File: src/arc_pkg.sv
// Constants, offsets and types of the converter result and status block.
// Assumes a 32-bit APB register bus and a 12-bit converter front end.
package arc_pkg;

	// ----------------------------------------
	// Register offsets
	// ----------------------------------------
	localparam logic [7:0] OFF_SC1 = 8'h00;
	localparam logic [7:0] OFF_CFG = 8'h04;
	localparam logic [7:0] OFF_RES_HI = 8'h08;
	localparam logic [7:0] OFF_RES_LO = 8'h0C;
	localparam logic [7:0] OFF_INT_STAT = 8'h10;
	localparam logic [7:0] OFF_INT_MASK = 8'h14;

	// ----------------------------------------
	// Field positions
	// ----------------------------------------
	localparam int SC1_CH_LSB = 0;
	localparam int SC1_CONT_BIT = 5;
	localparam int SC1_AIEN_BIT = 6;
	localparam int SC1_FLAG_BIT = 7;
	localparam int CFG_MODE_LSB = 0;
	localparam int CFG_ASYNC_BIT = 2;
	localparam int INT_DONE_BIT = 0;
	localparam int INT_OVR_BIT = 1;

	// ----------------------------------------
	// Widths, reset values and counts
	// ----------------------------------------
	localparam int CH_W = 5;
	localparam int RES_W = 12;
	localparam int INT_W = 2;
	localparam logic [4:0] CH_OFF = 5'h1f;
	localparam logic [4:0] CH_RST = 5'h1f;
	localparam logic [INT_W-1:0] INT_MASK_RST = 2'h0;
	localparam int CONV_TICKS_DEF = 20;

	// ----------------------------------------
	// Types
	// ----------------------------------------
	typedef enum logic [1:0] {
		ARC_MODE_8 = 2'b00,
		ARC_MODE_12 = 2'b01,
		ARC_MODE_10 = 2'b10
	} arc_mode_t;

	typedef enum logic [1:0] {
		ARC_IDLE = 2'b01,
		ARC_CONV = 2'b10
	} arc_state_t;

endpackage

File: src/arc_top.sv
// Result, status and control logic of a converter behind an APB slave.
// Assumes the analog front end holds conv_data steady at completion.
`timescale 1ns/10ps

module arc_top #(
	parameter int CONV_TICKS = arc_pkg::CONV_TICKS_DEF
) (
	// Clock and reset
	input wire logic pclk,
	input wire logic presetn,
	// APB slave
	input wire logic [7:0] paddr,
	input wire logic psel,
	input wire logic penable,
	input wire logic pwrite,
	input wire logic [31:0] pwdata,
	output logic [31:0] prdata,
	output logic pready,
	output logic pslverr,
	// Converter front end
	input wire logic conv_clk_async,
	input wire logic [11:0] conv_data,
	output logic [4:0] conv_channel,
	output logic conv_active,
	// Interrupt
	output logic irq
);

	// ----------------------------------------
	// Elaboration checks
	// ----------------------------------------
	generate
		if (CONV_TICKS < 1 || CONV_TICKS > 255) begin : g_bad_ticks
			$error("CONV_TICKS must lie in 1..255");
		end
	endgenerate

	// ----------------------------------------
	// Declarations
	// ----------------------------------------
	arc_pkg::arc_state_t state;
	logic [7:0] tick_cnt;
	logic [4:0] ctl_channel;
	logic ctl_cont;
	logic ctl_aien;
	logic [1:0] cfg_mode;
	logic cfg_async;
	logic conversion_complete_flag;
	logic [11:0] result;
	logic [7:0] lo_hold;
	logic lo_frozen;
	logic [1:0] int_status;
	logic [1:0] int_mask;
	logic async_q;
	logic async_prev;
	logic [11:0] data_q;
	logic tick;
	logic wr_acc;
	logic rd_setup;
	logic sc1_wr;
	logic start;
	logic last_tick;
	logic done;
	logic done_ok;
	logic hi_rd;
	logic lo_rd;
	logic wide_mode;
	logic cfg_wr;
	logic stat_wr;
	logic mask_wr;
	logic mode_ok;
	logic [1:0] stat_clr;
	logic [1:0] stat_set;

	// ----------------------------------------
	// Helper functions
	// ----------------------------------------
	// Right-justify the 12-bit sample for the chosen resolution
	function automatic logic [11:0] justify(input logic [1:0] mode, input logic [11:0] raw);
		logic [11:0] r;
		r = 12'h000;
		case (mode)
			arc_pkg::ARC_MODE_12: r = raw;
			arc_pkg::ARC_MODE_10: r = {2'b00, raw[11:2]};
			default: r = {4'h0, raw[11:4]};
		endcase
		return r;
	endfunction

	// Decoded address is valid
	function automatic logic mapped(input logic [7:0] a);
		logic m;
		m = 1'b0;
		case (a)
			arc_pkg::OFF_SC1,
			arc_pkg::OFF_CFG,
			arc_pkg::OFF_RES_HI,
			arc_pkg::OFF_RES_LO,
			arc_pkg::OFF_INT_STAT,
			arc_pkg::OFF_INT_MASK: m = 1'b1;
			default: m = 1'b0;
		endcase
		return m;
	endfunction

	// ----------------------------------------
	// Input synchronisers
	// ----------------------------------------
	arc_sync #(
		.W(1)
	) u_clk_sync (
		.pclk(pclk),
		.presetn(presetn),
		.d(conv_clk_async),
		.q(async_q)
	);

	arc_sync #(
		.W(12)
	) u_data_sync (
		.pclk(pclk),
		.presetn(presetn),
		.d(conv_data),
		.q(data_q)
	);

	always_ff @(posedge pclk or negedge presetn) begin
		if (!presetn) begin
			async_prev <= 1'b0;
		end else begin
			async_prev <= async_q;
		end
	end

	// Async clock must run below half the bus rate to be seen
	assign tick = cfg_async ? (async_q & ~async_prev) : 1'b1;

	// ----------------------------------------
	// Bus decode
	// ----------------------------------------
	assign wr_acc = psel & penable & pwrite;
	assign rd_setup = psel & ~penable & ~pwrite;
	assign sc1_wr = wr_acc & (paddr == arc_pkg::OFF_SC1);
	assign start = sc1_wr & (pwdata[4:0] != arc_pkg::CH_OFF);
	assign wide_mode = (cfg_mode != arc_pkg::ARC_MODE_8);
	// Read effects act at the setup edge, with the same snapshot as prdata
	assign hi_rd = rd_setup & (paddr == arc_pkg::OFF_RES_HI) & wide_mode;
	assign lo_rd = rd_setup & (paddr == arc_pkg::OFF_RES_LO);
	assign pready = psel & penable;
	// Register write strobes
	assign cfg_wr = wr_acc & (paddr == arc_pkg::OFF_CFG);
	assign stat_wr = wr_acc & (paddr == arc_pkg::OFF_INT_STAT);
	assign mask_wr = wr_acc & (paddr == arc_pkg::OFF_INT_MASK);
	// Guards the resolution against the unused code
	assign mode_ok = (pwdata[arc_pkg::CFG_MODE_LSB +: 2] != 2'b11);

	// ----------------------------------------
	// Conversion sequencer
	// ----------------------------------------
	assign last_tick = (tick_cnt == 8'(CONV_TICKS - 1));
	assign done = (state == arc_pkg::ARC_CONV) & tick & last_tick;
	// A write landing with the finish discards that conversion
	assign done_ok = done & ~sc1_wr;

	always_ff @(posedge pclk or negedge presetn) begin
		if (!presetn) begin
			state <= arc_pkg::ARC_IDLE;
			tick_cnt <= 8'h00;
		end else begin
			unique case (state)
				arc_pkg::ARC_IDLE: begin
					if (start) begin
						state <= arc_pkg::ARC_CONV;
						tick_cnt <= 8'h00;
					end
				end
				arc_pkg::ARC_CONV: begin
					if (sc1_wr) begin
						state <= start ? arc_pkg::ARC_CONV : arc_pkg::ARC_IDLE;
						tick_cnt <= 8'h00;
					end else if (tick) begin
						if (last_tick) begin
							// Single mode parks until software restarts
							state <= ctl_cont ? arc_pkg::ARC_CONV : arc_pkg::ARC_IDLE;
							tick_cnt <= 8'h00;
						end else begin
							tick_cnt <= tick_cnt + 8'h01;
						end
					end
				end
				default: begin
					state <= arc_pkg::ARC_IDLE;
					tick_cnt <= 8'h00;
				end
			endcase
		end
	end

	assign conv_active = (state == arc_pkg::ARC_CONV);
	assign conv_channel = ctl_channel;

	// ----------------------------------------
	// Control and configuration registers
	// ----------------------------------------
	always_ff @(posedge pclk or negedge presetn) begin
		if (!presetn) begin
			ctl_channel <= arc_pkg::CH_RST;
			ctl_cont <= 1'b0;
			ctl_aien <= 1'b0;
		end else if (sc1_wr) begin
			ctl_channel <= pwdata[arc_pkg::SC1_CH_LSB +: arc_pkg::CH_W];
			ctl_cont <= pwdata[arc_pkg::SC1_CONT_BIT];
			ctl_aien <= pwdata[arc_pkg::SC1_AIEN_BIT];
		end
	end

	// Mode code 3 is not a resolution and is ignored
	always_ff @(posedge pclk or negedge presetn) begin
		if (!presetn) begin
			cfg_mode <= arc_pkg::ARC_MODE_8;
			cfg_async <= 1'b0;
		end else if (cfg_wr) begin
			if (mode_ok) begin
				cfg_mode <= pwdata[arc_pkg::CFG_MODE_LSB +: 2];
			end
			cfg_async <= pwdata[arc_pkg::CFG_ASYNC_BIT];
		end
	end

	// ----------------------------------------
	// Complete flag and result
	// ----------------------------------------
	// Control write beats a same-cycle finish
	always_ff @(posedge pclk or negedge presetn) begin
		if (!presetn) begin
			conversion_complete_flag <= 1'b0;
		end else if (sc1_wr) begin
			conversion_complete_flag <= 1'b0;
		end else if (done) begin
			conversion_complete_flag <= 1'b1;
		end
	end

	// Only a finished conversion ever replaces the result
	always_ff @(posedge pclk or negedge presetn) begin
		if (!presetn) begin
			result <= 12'h000;
		end else if (done_ok) begin
			result <= justify(cfg_mode, data_q);
		end
	end

	// ----------------------------------------
	// Lower byte coherency
	// ----------------------------------------
	// Captures the value before any same-edge result update
	always_ff @(posedge pclk or negedge presetn) begin
		if (!presetn) begin
			lo_hold <= 8'h00;
			lo_frozen <= 1'b0;
		end else if (hi_rd) begin
			lo_hold <= result[7:0];
			lo_frozen <= 1'b1;
		end else if (lo_rd || !wide_mode) begin
			lo_frozen <= 1'b0;
		end
	end

	// ----------------------------------------
	// Interrupt status and mask
	// ----------------------------------------
	// Overrun marks a result landing while the flag is still up
	assign stat_clr = stat_wr ? pwdata[arc_pkg::INT_W-1:0] : 2'b00;
	assign stat_set = {done_ok & conversion_complete_flag, done_ok};

	// Hardware set wins over the write-one clear
	always_ff @(posedge pclk or negedge presetn) begin
		if (!presetn) begin
			int_status <= 2'b00;
		end else begin
			int_status <= (int_status & ~stat_clr) | stat_set;
		end
	end

	always_ff @(posedge pclk or negedge presetn) begin
		if (!presetn) begin
			int_mask <= arc_pkg::INT_MASK_RST;
		end else if (mask_wr) begin
			int_mask <= pwdata[arc_pkg::INT_W-1:0];
		end
	end

	assign irq = (conversion_complete_flag & ctl_aien) | (|(int_status & int_mask));

	// ----------------------------------------
	// Read data and error response
	// ----------------------------------------
	always_ff @(posedge pclk or negedge presetn) begin
		if (!presetn) begin
			prdata <= 32'h0000_0000;
			pslverr <= 1'b0;
		end else if (psel && !penable) begin
			pslverr <= ~mapped(paddr);
			prdata <= 32'h0000_0000;
			if (!pwrite) begin
				case (paddr)
					arc_pkg::OFF_SC1: begin
						prdata[arc_pkg::SC1_CH_LSB +: arc_pkg::CH_W] <= ctl_channel;
						prdata[arc_pkg::SC1_CONT_BIT] <= ctl_cont;
						prdata[arc_pkg::SC1_AIEN_BIT] <= ctl_aien;
						prdata[arc_pkg::SC1_FLAG_BIT] <= conversion_complete_flag;
					end
					arc_pkg::OFF_CFG: begin
						prdata[arc_pkg::CFG_MODE_LSB +: 2] <= cfg_mode;
						prdata[arc_pkg::CFG_ASYNC_BIT] <= cfg_async;
					end
					arc_pkg::OFF_RES_HI: begin
						// Upper byte is empty in 8-bit mode
						prdata[3:0] <= wide_mode ? result[11:8] : 4'h0;
					end
					arc_pkg::OFF_RES_LO: begin
						prdata[7:0] <= (wide_mode && lo_frozen) ? lo_hold : result[7:0];
					end
					arc_pkg::OFF_INT_STAT: prdata[1:0] <= int_status;
					arc_pkg::OFF_INT_MASK: prdata[1:0] <= int_mask;
					default: prdata <= 32'h0000_0000;
				endcase
			end
		end
	end

endmodule

File: src/arc_sync.sv
// Two-stage synchroniser for levels entering the bus clock domain.
// Assumes each bit is a slow level or is stable while it is used.
`timescale 1ns/10ps
module arc_sync #(
	parameter int W = 1
) (
	// Clock and reset
	input wire logic pclk,
	input wire logic presetn,
	// Data
	input wire logic [W-1:0] d,
	output logic [W-1:0] q
);

	logic [W-1:0] meta;

	// First stage feeds only the second
	always_ff @(posedge pclk or negedge presetn) begin
		if (!presetn) begin
			meta <= '0;
			q <= '0;
		end else begin
			meta <= d;
			q <= meta;
		end
	end

endmodule

File: config.mk
export PLATFORM = sky130hd
export DESIGN_NAME = arc_top
export DESIGN_NICKNAME = d
export VERILOG_FILES = /design/src/arc_pkg.sv /design/src/arc_top.sv /design/src/arc_sync.sv
export SDC_FILE = /design/constraint.sdc
export NUM_CORES = 1
export LEC_CHECK = 0
export BUFFER_PORTS_ARGS = -buffer_cell sky130_fd_sc_hd__buf_2
export CAP_MARGIN = 40
export CORE_MARGIN = 10
export CORE_UTILIZATION = 57
export CTS_CLUSTER_DIAMETER = 200
export CTS_CLUSTER_SIZE = 28
export DETAILED_ROUTE_END_ITERATION = 7
export HOLD_SLACK_MARGIN = 0.15
export PLACE_DENSITY = 0.85
export SLEW_MARGIN = 5
export SYNTH_ARGS = -nofsm -noshare
export SYNTH_HDL_FRONTEND = slang
export SYNTH_HIERARCHICAL = 1
export SYNTH_SLANG_ARGS = --single-unit
File: constraint.sdc
create_clock -name pclk -period 6.66 [get_ports pclk]
set_input_delay 0.333 -clock pclk [delete_from_list [all_inputs] [get_ports pclk]]
set_output_delay 0.333 -clock pclk [all_outputs]
set_load 0.03 [all_outputs]
==> results of run 1 <==
how the worst min path moves through the flow:
stage / to / slack [ns] / depth (start not counted)
6_report: ctl_aien / 0.20 / 2
5_1_grt: ctl_aien / 0.21 / 2
4_1_cts: ctl_aien / 0.19 / 2
3_5_place_dp: pslverr / 0.25 / 1
3_3_place_gp: u_data_sync/q[7] / 0.33 / 0
2_1_floorplan: async_prev / 0.04 / 0
metrics by stage:
step                utilization (%)  instances  hold slack [ns]  power (mW)  setup WS (ns)
floorplan                         -        369           0.0374       0.666           4.44
global placement               62.3        458            0.331       0.693           3.72
detailed placement             62.7        459            0.254       0.700           3.69
CTS                            68.4        489            0.187        1.10           3.78
global route                   68.4        489            0.207        1.14           3.54
finish                         68.4        489            0.195        1.10           3.77
registers in the layout (all words and copies together), names as in the netlist, 2 cells and up:
signal            flops
conv_channel          5
lo_hold               8
state                 2
prdata                8
cfg_mode              2
result               12
int_mask              2
int_status            2
u_data_sync/meta     12
tick_cnt              8
u_data_sync/q        12
power by group:
part | switching [mW] | internal (mW) | total, mW
logic | 0.106 | 0.0580 | 0.164
clock network | 0.185 | 0.213 | 0.399
registers | 0.0137 | 0.520 | 0.533
total | 0.305 | 0.791 | 1.10
worst reg2reg max path, cell delays in order (launching register included):
cell and delay [ns]:
dfrtp_1 0.43, or4b_2 0.75, a2111oi_4 0.48, nand3_1 0.69
nand2_1 0.26, o21ai_0 0.13
kinds of logic (layout without fill, tap and decap cells):
logic type                 Yosys count  count (layout)
DFF                                 82              82
buffers and inverters               46              89
and+or+nand+nor                     97              97
AOI/OAI and AO/OA                   86              86
other                                1              24
muxes                               28              28
adders and majority gates            6               6
layout make-up:
type	count	area, um2	share of cell area [%]
inverters	9	33.8	0.774
flip-flops and latches	82	2060	47.2
well taps	77	96.3	2.21
clock inverters	7	98.8	2.26
repair buffers	64	415	9.51
multi-input cells	241	1540	35.2
clock buffers	9	124	2.84
what timing repair did:
item,CTS,global route
hold buffers,14,0
buffers inserted,0,0
hold endpoints to repair,35,0
layer usage:
metal	vias up	share of wire, %
li1	1316	-
met1	1313	41
met2	94	49
met3	13	8.2
met4	0	1.8
met5	-	0
layout by cell type, fill, tap and decap left out, drive strengths merged, types with 2 or more instances in the layout:
cell,count
clkinv,2
nand2,48
nor2b,3
conb,24
a22o,11
buf,50
nor2,9
dfrtp,76
or4,5
dlygate4sd3,14
nand2b,4
mux2,20
mux2i,8
clkbuf,9
bufinv,2
and3,2
ha,6
or3,5
nor3,4
dfstp,6
o31ai,9
a21oi,8
a22oi,11
o211ai,3
nand4,3
inv,11
o21ai,31
nand3,9
a21o,2
==> impl_metrics.yaml, run 1 <==
timing:
  maxSlewHeadroom_pct: 44.5
  fin_skew_ns: 0.00906
  setup_viol_count_final: 0
  max_freq_ghz: 0.346
  worst_pin_slew_ns: 0.831
  hold_violations: 0
  rsz0062_at_grt: "no"
  finalCriticalPeriod_ns: 2.89
  final.setup.tns_ns: 0
  timing.final.max_slew_violations: 0
  period_share_pct: 43.5
clock_tree:
  cts_htree_levels: 3
  path_clk_slew_ns: 0.09
  clockBufferDepth: 2
  cts.sinks: 82
  cts_tree: "done"
  cts-buffers-inserted: 9
  cts_root_buf: "clkbuf_8"
  ctsResizeCount: 0
  clk_latency_ns: 0.36
yosys:
  yosys_warnings: 6
  synth_fa_ha_area_share_pct: 1.98
  synth_cells: 346
  yosys.area.top_type: "dfrtp_1"
  synthDominantCellAreaShare_pct: 50.3
  syn_avg_cell_area_um2: 10.9
  synthSimpleGateAreaFrac_pct: 12.2
  synth-edff-count: 0
  synth-seq-area-share_pct: 54.4
  synth-xor-area-share_pct: 0
  synth_top_family_by_area: "compound AO/OA/AOI/OAI gates"
  ys_types: 46
  synth_common_cells: "dfrtp_1 (76), nand2_1 (48), o21ai_0 (30)"
  yosysMostFrequentCell: "dfrtp_1"
  synth_ff_type: "dfrtp_1"
  synth-compound-area-share_pct: 16.1
  syn_area_um2: 3780
  muxShareOfSynthArea_pct: 8.07
  ys_ff_latch: 82
  ys_async_sr_fraction_pct: 100
  synth_area_leaders: "dfrtp_1 (50%), mux2_2 (6.0%), buf_4 (4.8%), nand2_1 (4.8%), dfstp_2 (4.2%)"
critical_path:
  rr_worst_depth: 5
  path_buf_inv: 0
  slowest_delay_ns: 0.75
  path_cells: "or4b_2, a2111oi_4, nand3_1, nand2_1, o21ai_0"
  critPathTopFamily: "simple AND/OR/NAND/NOR gates"
  cp_data_required_time_ns: 6.86
  cp_slowest_cell: "or4b_2"
  cp.arrival_ns: 3.10
  endpoint: "result[1]"
  regToRegSetupSlack_ns: 3.77
  cp-end-kind: "register"
  r2r-end: "result[1]"
  reg2reg_from: "tick_cnt[5]"
  startpoint_type: "register"
  path_class: "reg2reg"
  path_max_fanout: 26
  worst-path-stages: 5
  crit_start: "tick_cnt[5]"
global_routing:
  grt_pass1_vias: 2827
  track_usage_pct: 16.2
  grt_max_degree: 61
  grt_use_met3_pct: 5.65
  antenna_found_initial: 0
  grtUsageMet2_pct: 26.4
  grt_pass1_wl_um: 13500
  use_met1_pct: 19.0
  grt-busiest-layer: "met2"
  grt_overflow: 0
place:
  gp_congestion: 0.863
  placement.io_buffers: 49
  dpl_cell_area_um2: 4000
  dp_hpwl_um: 6010
floorplan:
  start_util_pct: 59.2
  die_x_um: 101
  placementRows: 29
  dieHeight_um: 101
  core_um2: 6390
  io_pins: 99
  dieArea_um2: 10300
job:
  maxCapViolCount: 0
routing:
  drtIter0Drc: 142
  ant_nets: 0
  dr.pass1.iters: 4
  wire_per_inst_um: 16.5
  drc: 0
  vias: 2736
  drt-vias-per-instance: 5.60
  wirelength_um: 8070
cells_and_area:
  diodes: 0
  fill_cells: 476
  layout-drive-gt1-share_pct: 23.3
  design_area_um2: 4370
  layout.nets: 471
  syn_to_final_growth_pct: 15.4
pwr:
  leakagePower_nw: 2.13
  ir_drop_mv: 0.198
  powerDensity_nw_per_um2: 251
worst_hold_path:
  hold_path.class: "in2reg"
  worstHoldStart: "pwdata[6]"
status:
  status: "completed"
(Power assumes the default switching activity.)
==> run 2, diff against run 1 <==
ABC_AREA = 1   (was default)
CORE_UTILIZATION = 53   (was 57)
PLACE_DENSITY = 0.79   (was 0.85)
clock period = 2.8 ns   (was 6.66 ns; I/O delays follow)
==> impl_metrics.yaml, run 2 <==
status:
  status: "completed"
cells_and_area:
  syn_to_final_growth_pct: 17.1
  final_cell_mix: "nand2_1 (145), dfrtp_1 (76), buf_2 (48)"
  layout-drive-gt1-share_pct: 17.5
  fill_cells: 597
  diodes: 0
  layout_commonest_cell: "nand2_1"
  layout.nets: 613
  biggestRegsByFlops: "result: 12 flops, u_data_sync/meta: 12 flops, u_data_sync/q: 12 flops"
pwr:
  ir_drop_mv: 0.405
  clkPwrFrac_pct: 35.7
  leakagePower_nw: 2.38
  power.total_mw: 2.60
  combPwrFrac_pct: 15.6
  powerDensity_nw_per_um2: 551
  power.switching_mw: 0.799
  power.internal_mw: 1.80
  pwr-share-seq_pct: 48.7
  switching_share_pct: 30.7
yosys:
  synth_ff_type: "dfrtp_1"
  synthDominantCellAreaShare_pct: 47.2
  synth_cells: 476
  syn_area_um2: 4030
  synth-edff-count: 0
  yosys_warnings: 6
  yosys.area.top_type: "dfrtp_1"
  ys_ff_latch: 82
  synth-seq-area-share_pct: 51.1
  yosysMostFrequentCell: "nand2_1"
  synth_common_cells: "nand2_1 (145), dfrtp_1 (76), inv_1 (45)"
  ys_async_sr_fraction_pct: 100
  syn_avg_cell_area_um2: 8.46
  synth_area_leaders: "dfrtp_1 (47%), nand2_1 (14%), o21ai_0 (5.5%), buf_4 (4.5%), nand3_1 (4.2%)"
  ys_types: 32
timing:
  period_share_pct: 69.4
  hold_violations: 0
  rsz0062_at_grt: "no"
  timing.final.max_slew_violations: 0
  worst_pin_slew_ns: 0.614
  max_freq_ghz: 0.515
  final.setup.tns_ns: 0
  finalCriticalPeriod_ns: 1.94
  setup_viol_count_final: 0
  maxSlewHeadroom_pct: 59.1
  fin_skew_ns: 0.00877
place:
  dp_hpwl_um: 6280
  gp_congestion: 0.830
  placement.io_buffers: 49
floorplan:
  placementRows: 31
  die_x_um: 107
  core_um2: 7330
  start_util_pct: 54.9
  dieHeight_um: 107
  io_pins: 99
  dieArea_um2: 11500
clock_tree:
  cts-buffers-inserted: 9
  clockBufferDepth: 2
  cts_tree: "done"
  cts.sinks: 82
  cts_root_buf: "clkbuf_8"
  ctsResizeCount: 0
  hold_buffers: 24
  clk_latency_ns: 0.36
  path_clk_slew_ns: 0.09
  cts_htree_levels: 3
  post_cts_buffers: 0
critical_path:
  slowest_delay_ns: 0.54
  cp-end-kind: "register"
  path_buf_inv: 3
  cp_data_required_time_ns: 3.03
  cp_slowest_cell: "ha_1"
  startpoint_type: "register"
  critPathTopFamily: "adder cells"
  path_class: "reg2reg"
  path_cells: "inv_1, ha_1, inv_1, nor2_1, nand2_4, nand2_4, inv_2, nand3_1, o21ai_0"
  cp.arrival_ns: 2.18
  path_max_fanout: 14
global_routing:
  track_usage_pct: 15.8
  grt_overflow: 0
  grt_max_degree: 44
  antenna_found_initial: 0
  grt_pass1_vias: 3214
  grt_pass1_wl_um: 14900
routing:
  ant_nets: 0
  wirelength_um: 8760
  dr.pass1.iters: 4
  drtIter0Drc: 201
  vias: 3224
  drc: 0
  drt-vias-per-instance: 4.94
  wire_per_inst_um: 13.4
worst_hold_path:
  hold_path.class: "in2reg"
job:
  maxCapViolCount: 0
run 2: changes by cell type after synthesis, sizes merged, moves of 5 or more:
| cell | before | now |
|---|---|---|
| nand2 | 48 | 151 |
| inv | 9 | 47 |
| nor2 | 9 | 36 |
| o21ai | 31 | 58 |
| nand3 | 9 | 35 |
| mux2 | 20 | 0 |
| a22o | 11 | 0 |
| a22oi | 11 | 0 |
| o31ai | 9 | 0 |
| mux2i | 8 | 2 |
| nand4 | 3 | 9 |
| or3 | 5 | 0 |
| or4 | 5 | 0 |
run 2: cells by family after synthesis:
kind of cell	synth area share, %
muxes	0.497
adders and majority gates	1.86
DFF	51.1
AOI/OAI and AO/OA	8.76
buffers and inverters	10.5
other	0.0931
and+or+nand+nor	26.7
xor gates and xnor gates	0.435
run 2: path summary, 6_finish.rpt:
path,slack [ns],startpoint,depth (start not counted),endpoint
max reg2reg,0.86,state[0],9,tick_cnt[0]
min,0.23,paddr[2],4,lo_hold[0]
min reg2reg,0.35,u_data_sync/meta[11],0,u_data_sync/q[11]
min in group asynchronous,0.28,presetn,2,u_data_sync/meta[4]
max,0.86,state[0],9,tick_cnt[0]
max in group asynchronous,1.86,presetn,3,conv_channel[4]
run 2: power groups by stage:
stage / Combinational [mW] / Clock [mW] / Sequential, mW
finish: 0.405 / 0.927 / 1.27
global route: 0.450 / 1.02 / 1.27
CTS: 0.403 / 0.950 / 1.27
detailed placement: 0.376 / 0 / 1.29
global placement: 0.364 / 0 / 1.29
floorplan: 0.308 / 0 / 1.29
run 2: area by class of cell:
cell class	instances	area [um2]	area share [%]
flip-flops and latches	82	2060	43.6
clock inverters	7	96.3	2.04
inverters	47	176	3.74
clock buffers	9	124	2.63
repair buffers	74	508	10.8
well taps	99	124	2.63
multi-input cells	335	1630	34.6
run 2: worst register-to-register path, cell delays in order, from the launching register on:
cell and delay, ns:
dfstp_2 0.39, inv_1 0.05, ha_1 0.54, inv_1 0.13, nor2_1 0.22, nand2_4 0.07
nand2_4 0.18, inv_2 0.09, nand3_1 0.07, o21ai_0 0.09
run 2: through the flow:
stage	setup slack (ns)	utilization (%)	area [um2]	hold slack [ns]	instances
final	0.857	64.4	4720	0.231	653
after global routing	0.656	64.4	4720	0.244	653
after CTS	0.888	64.4	4720	0.209	653
after detailed placement	0.907	58.1	4260	0.141	613
after global placement	0.991	57.8	4240	0.247	612
after floorplan	1.18	-	4110	-0.156	499
run 2: layer usage:
layer | vias up | global-route usage (%) | routed length [um]
met4 | 0 | 6.00 | 126
met1 | 1487 | 19.7 | 3840
met3 | 13 | 5.39 | 702
met5 | - | 0 | 0
li1 | 1621 | - | -
met2 | 103 | 24.9 | 4090
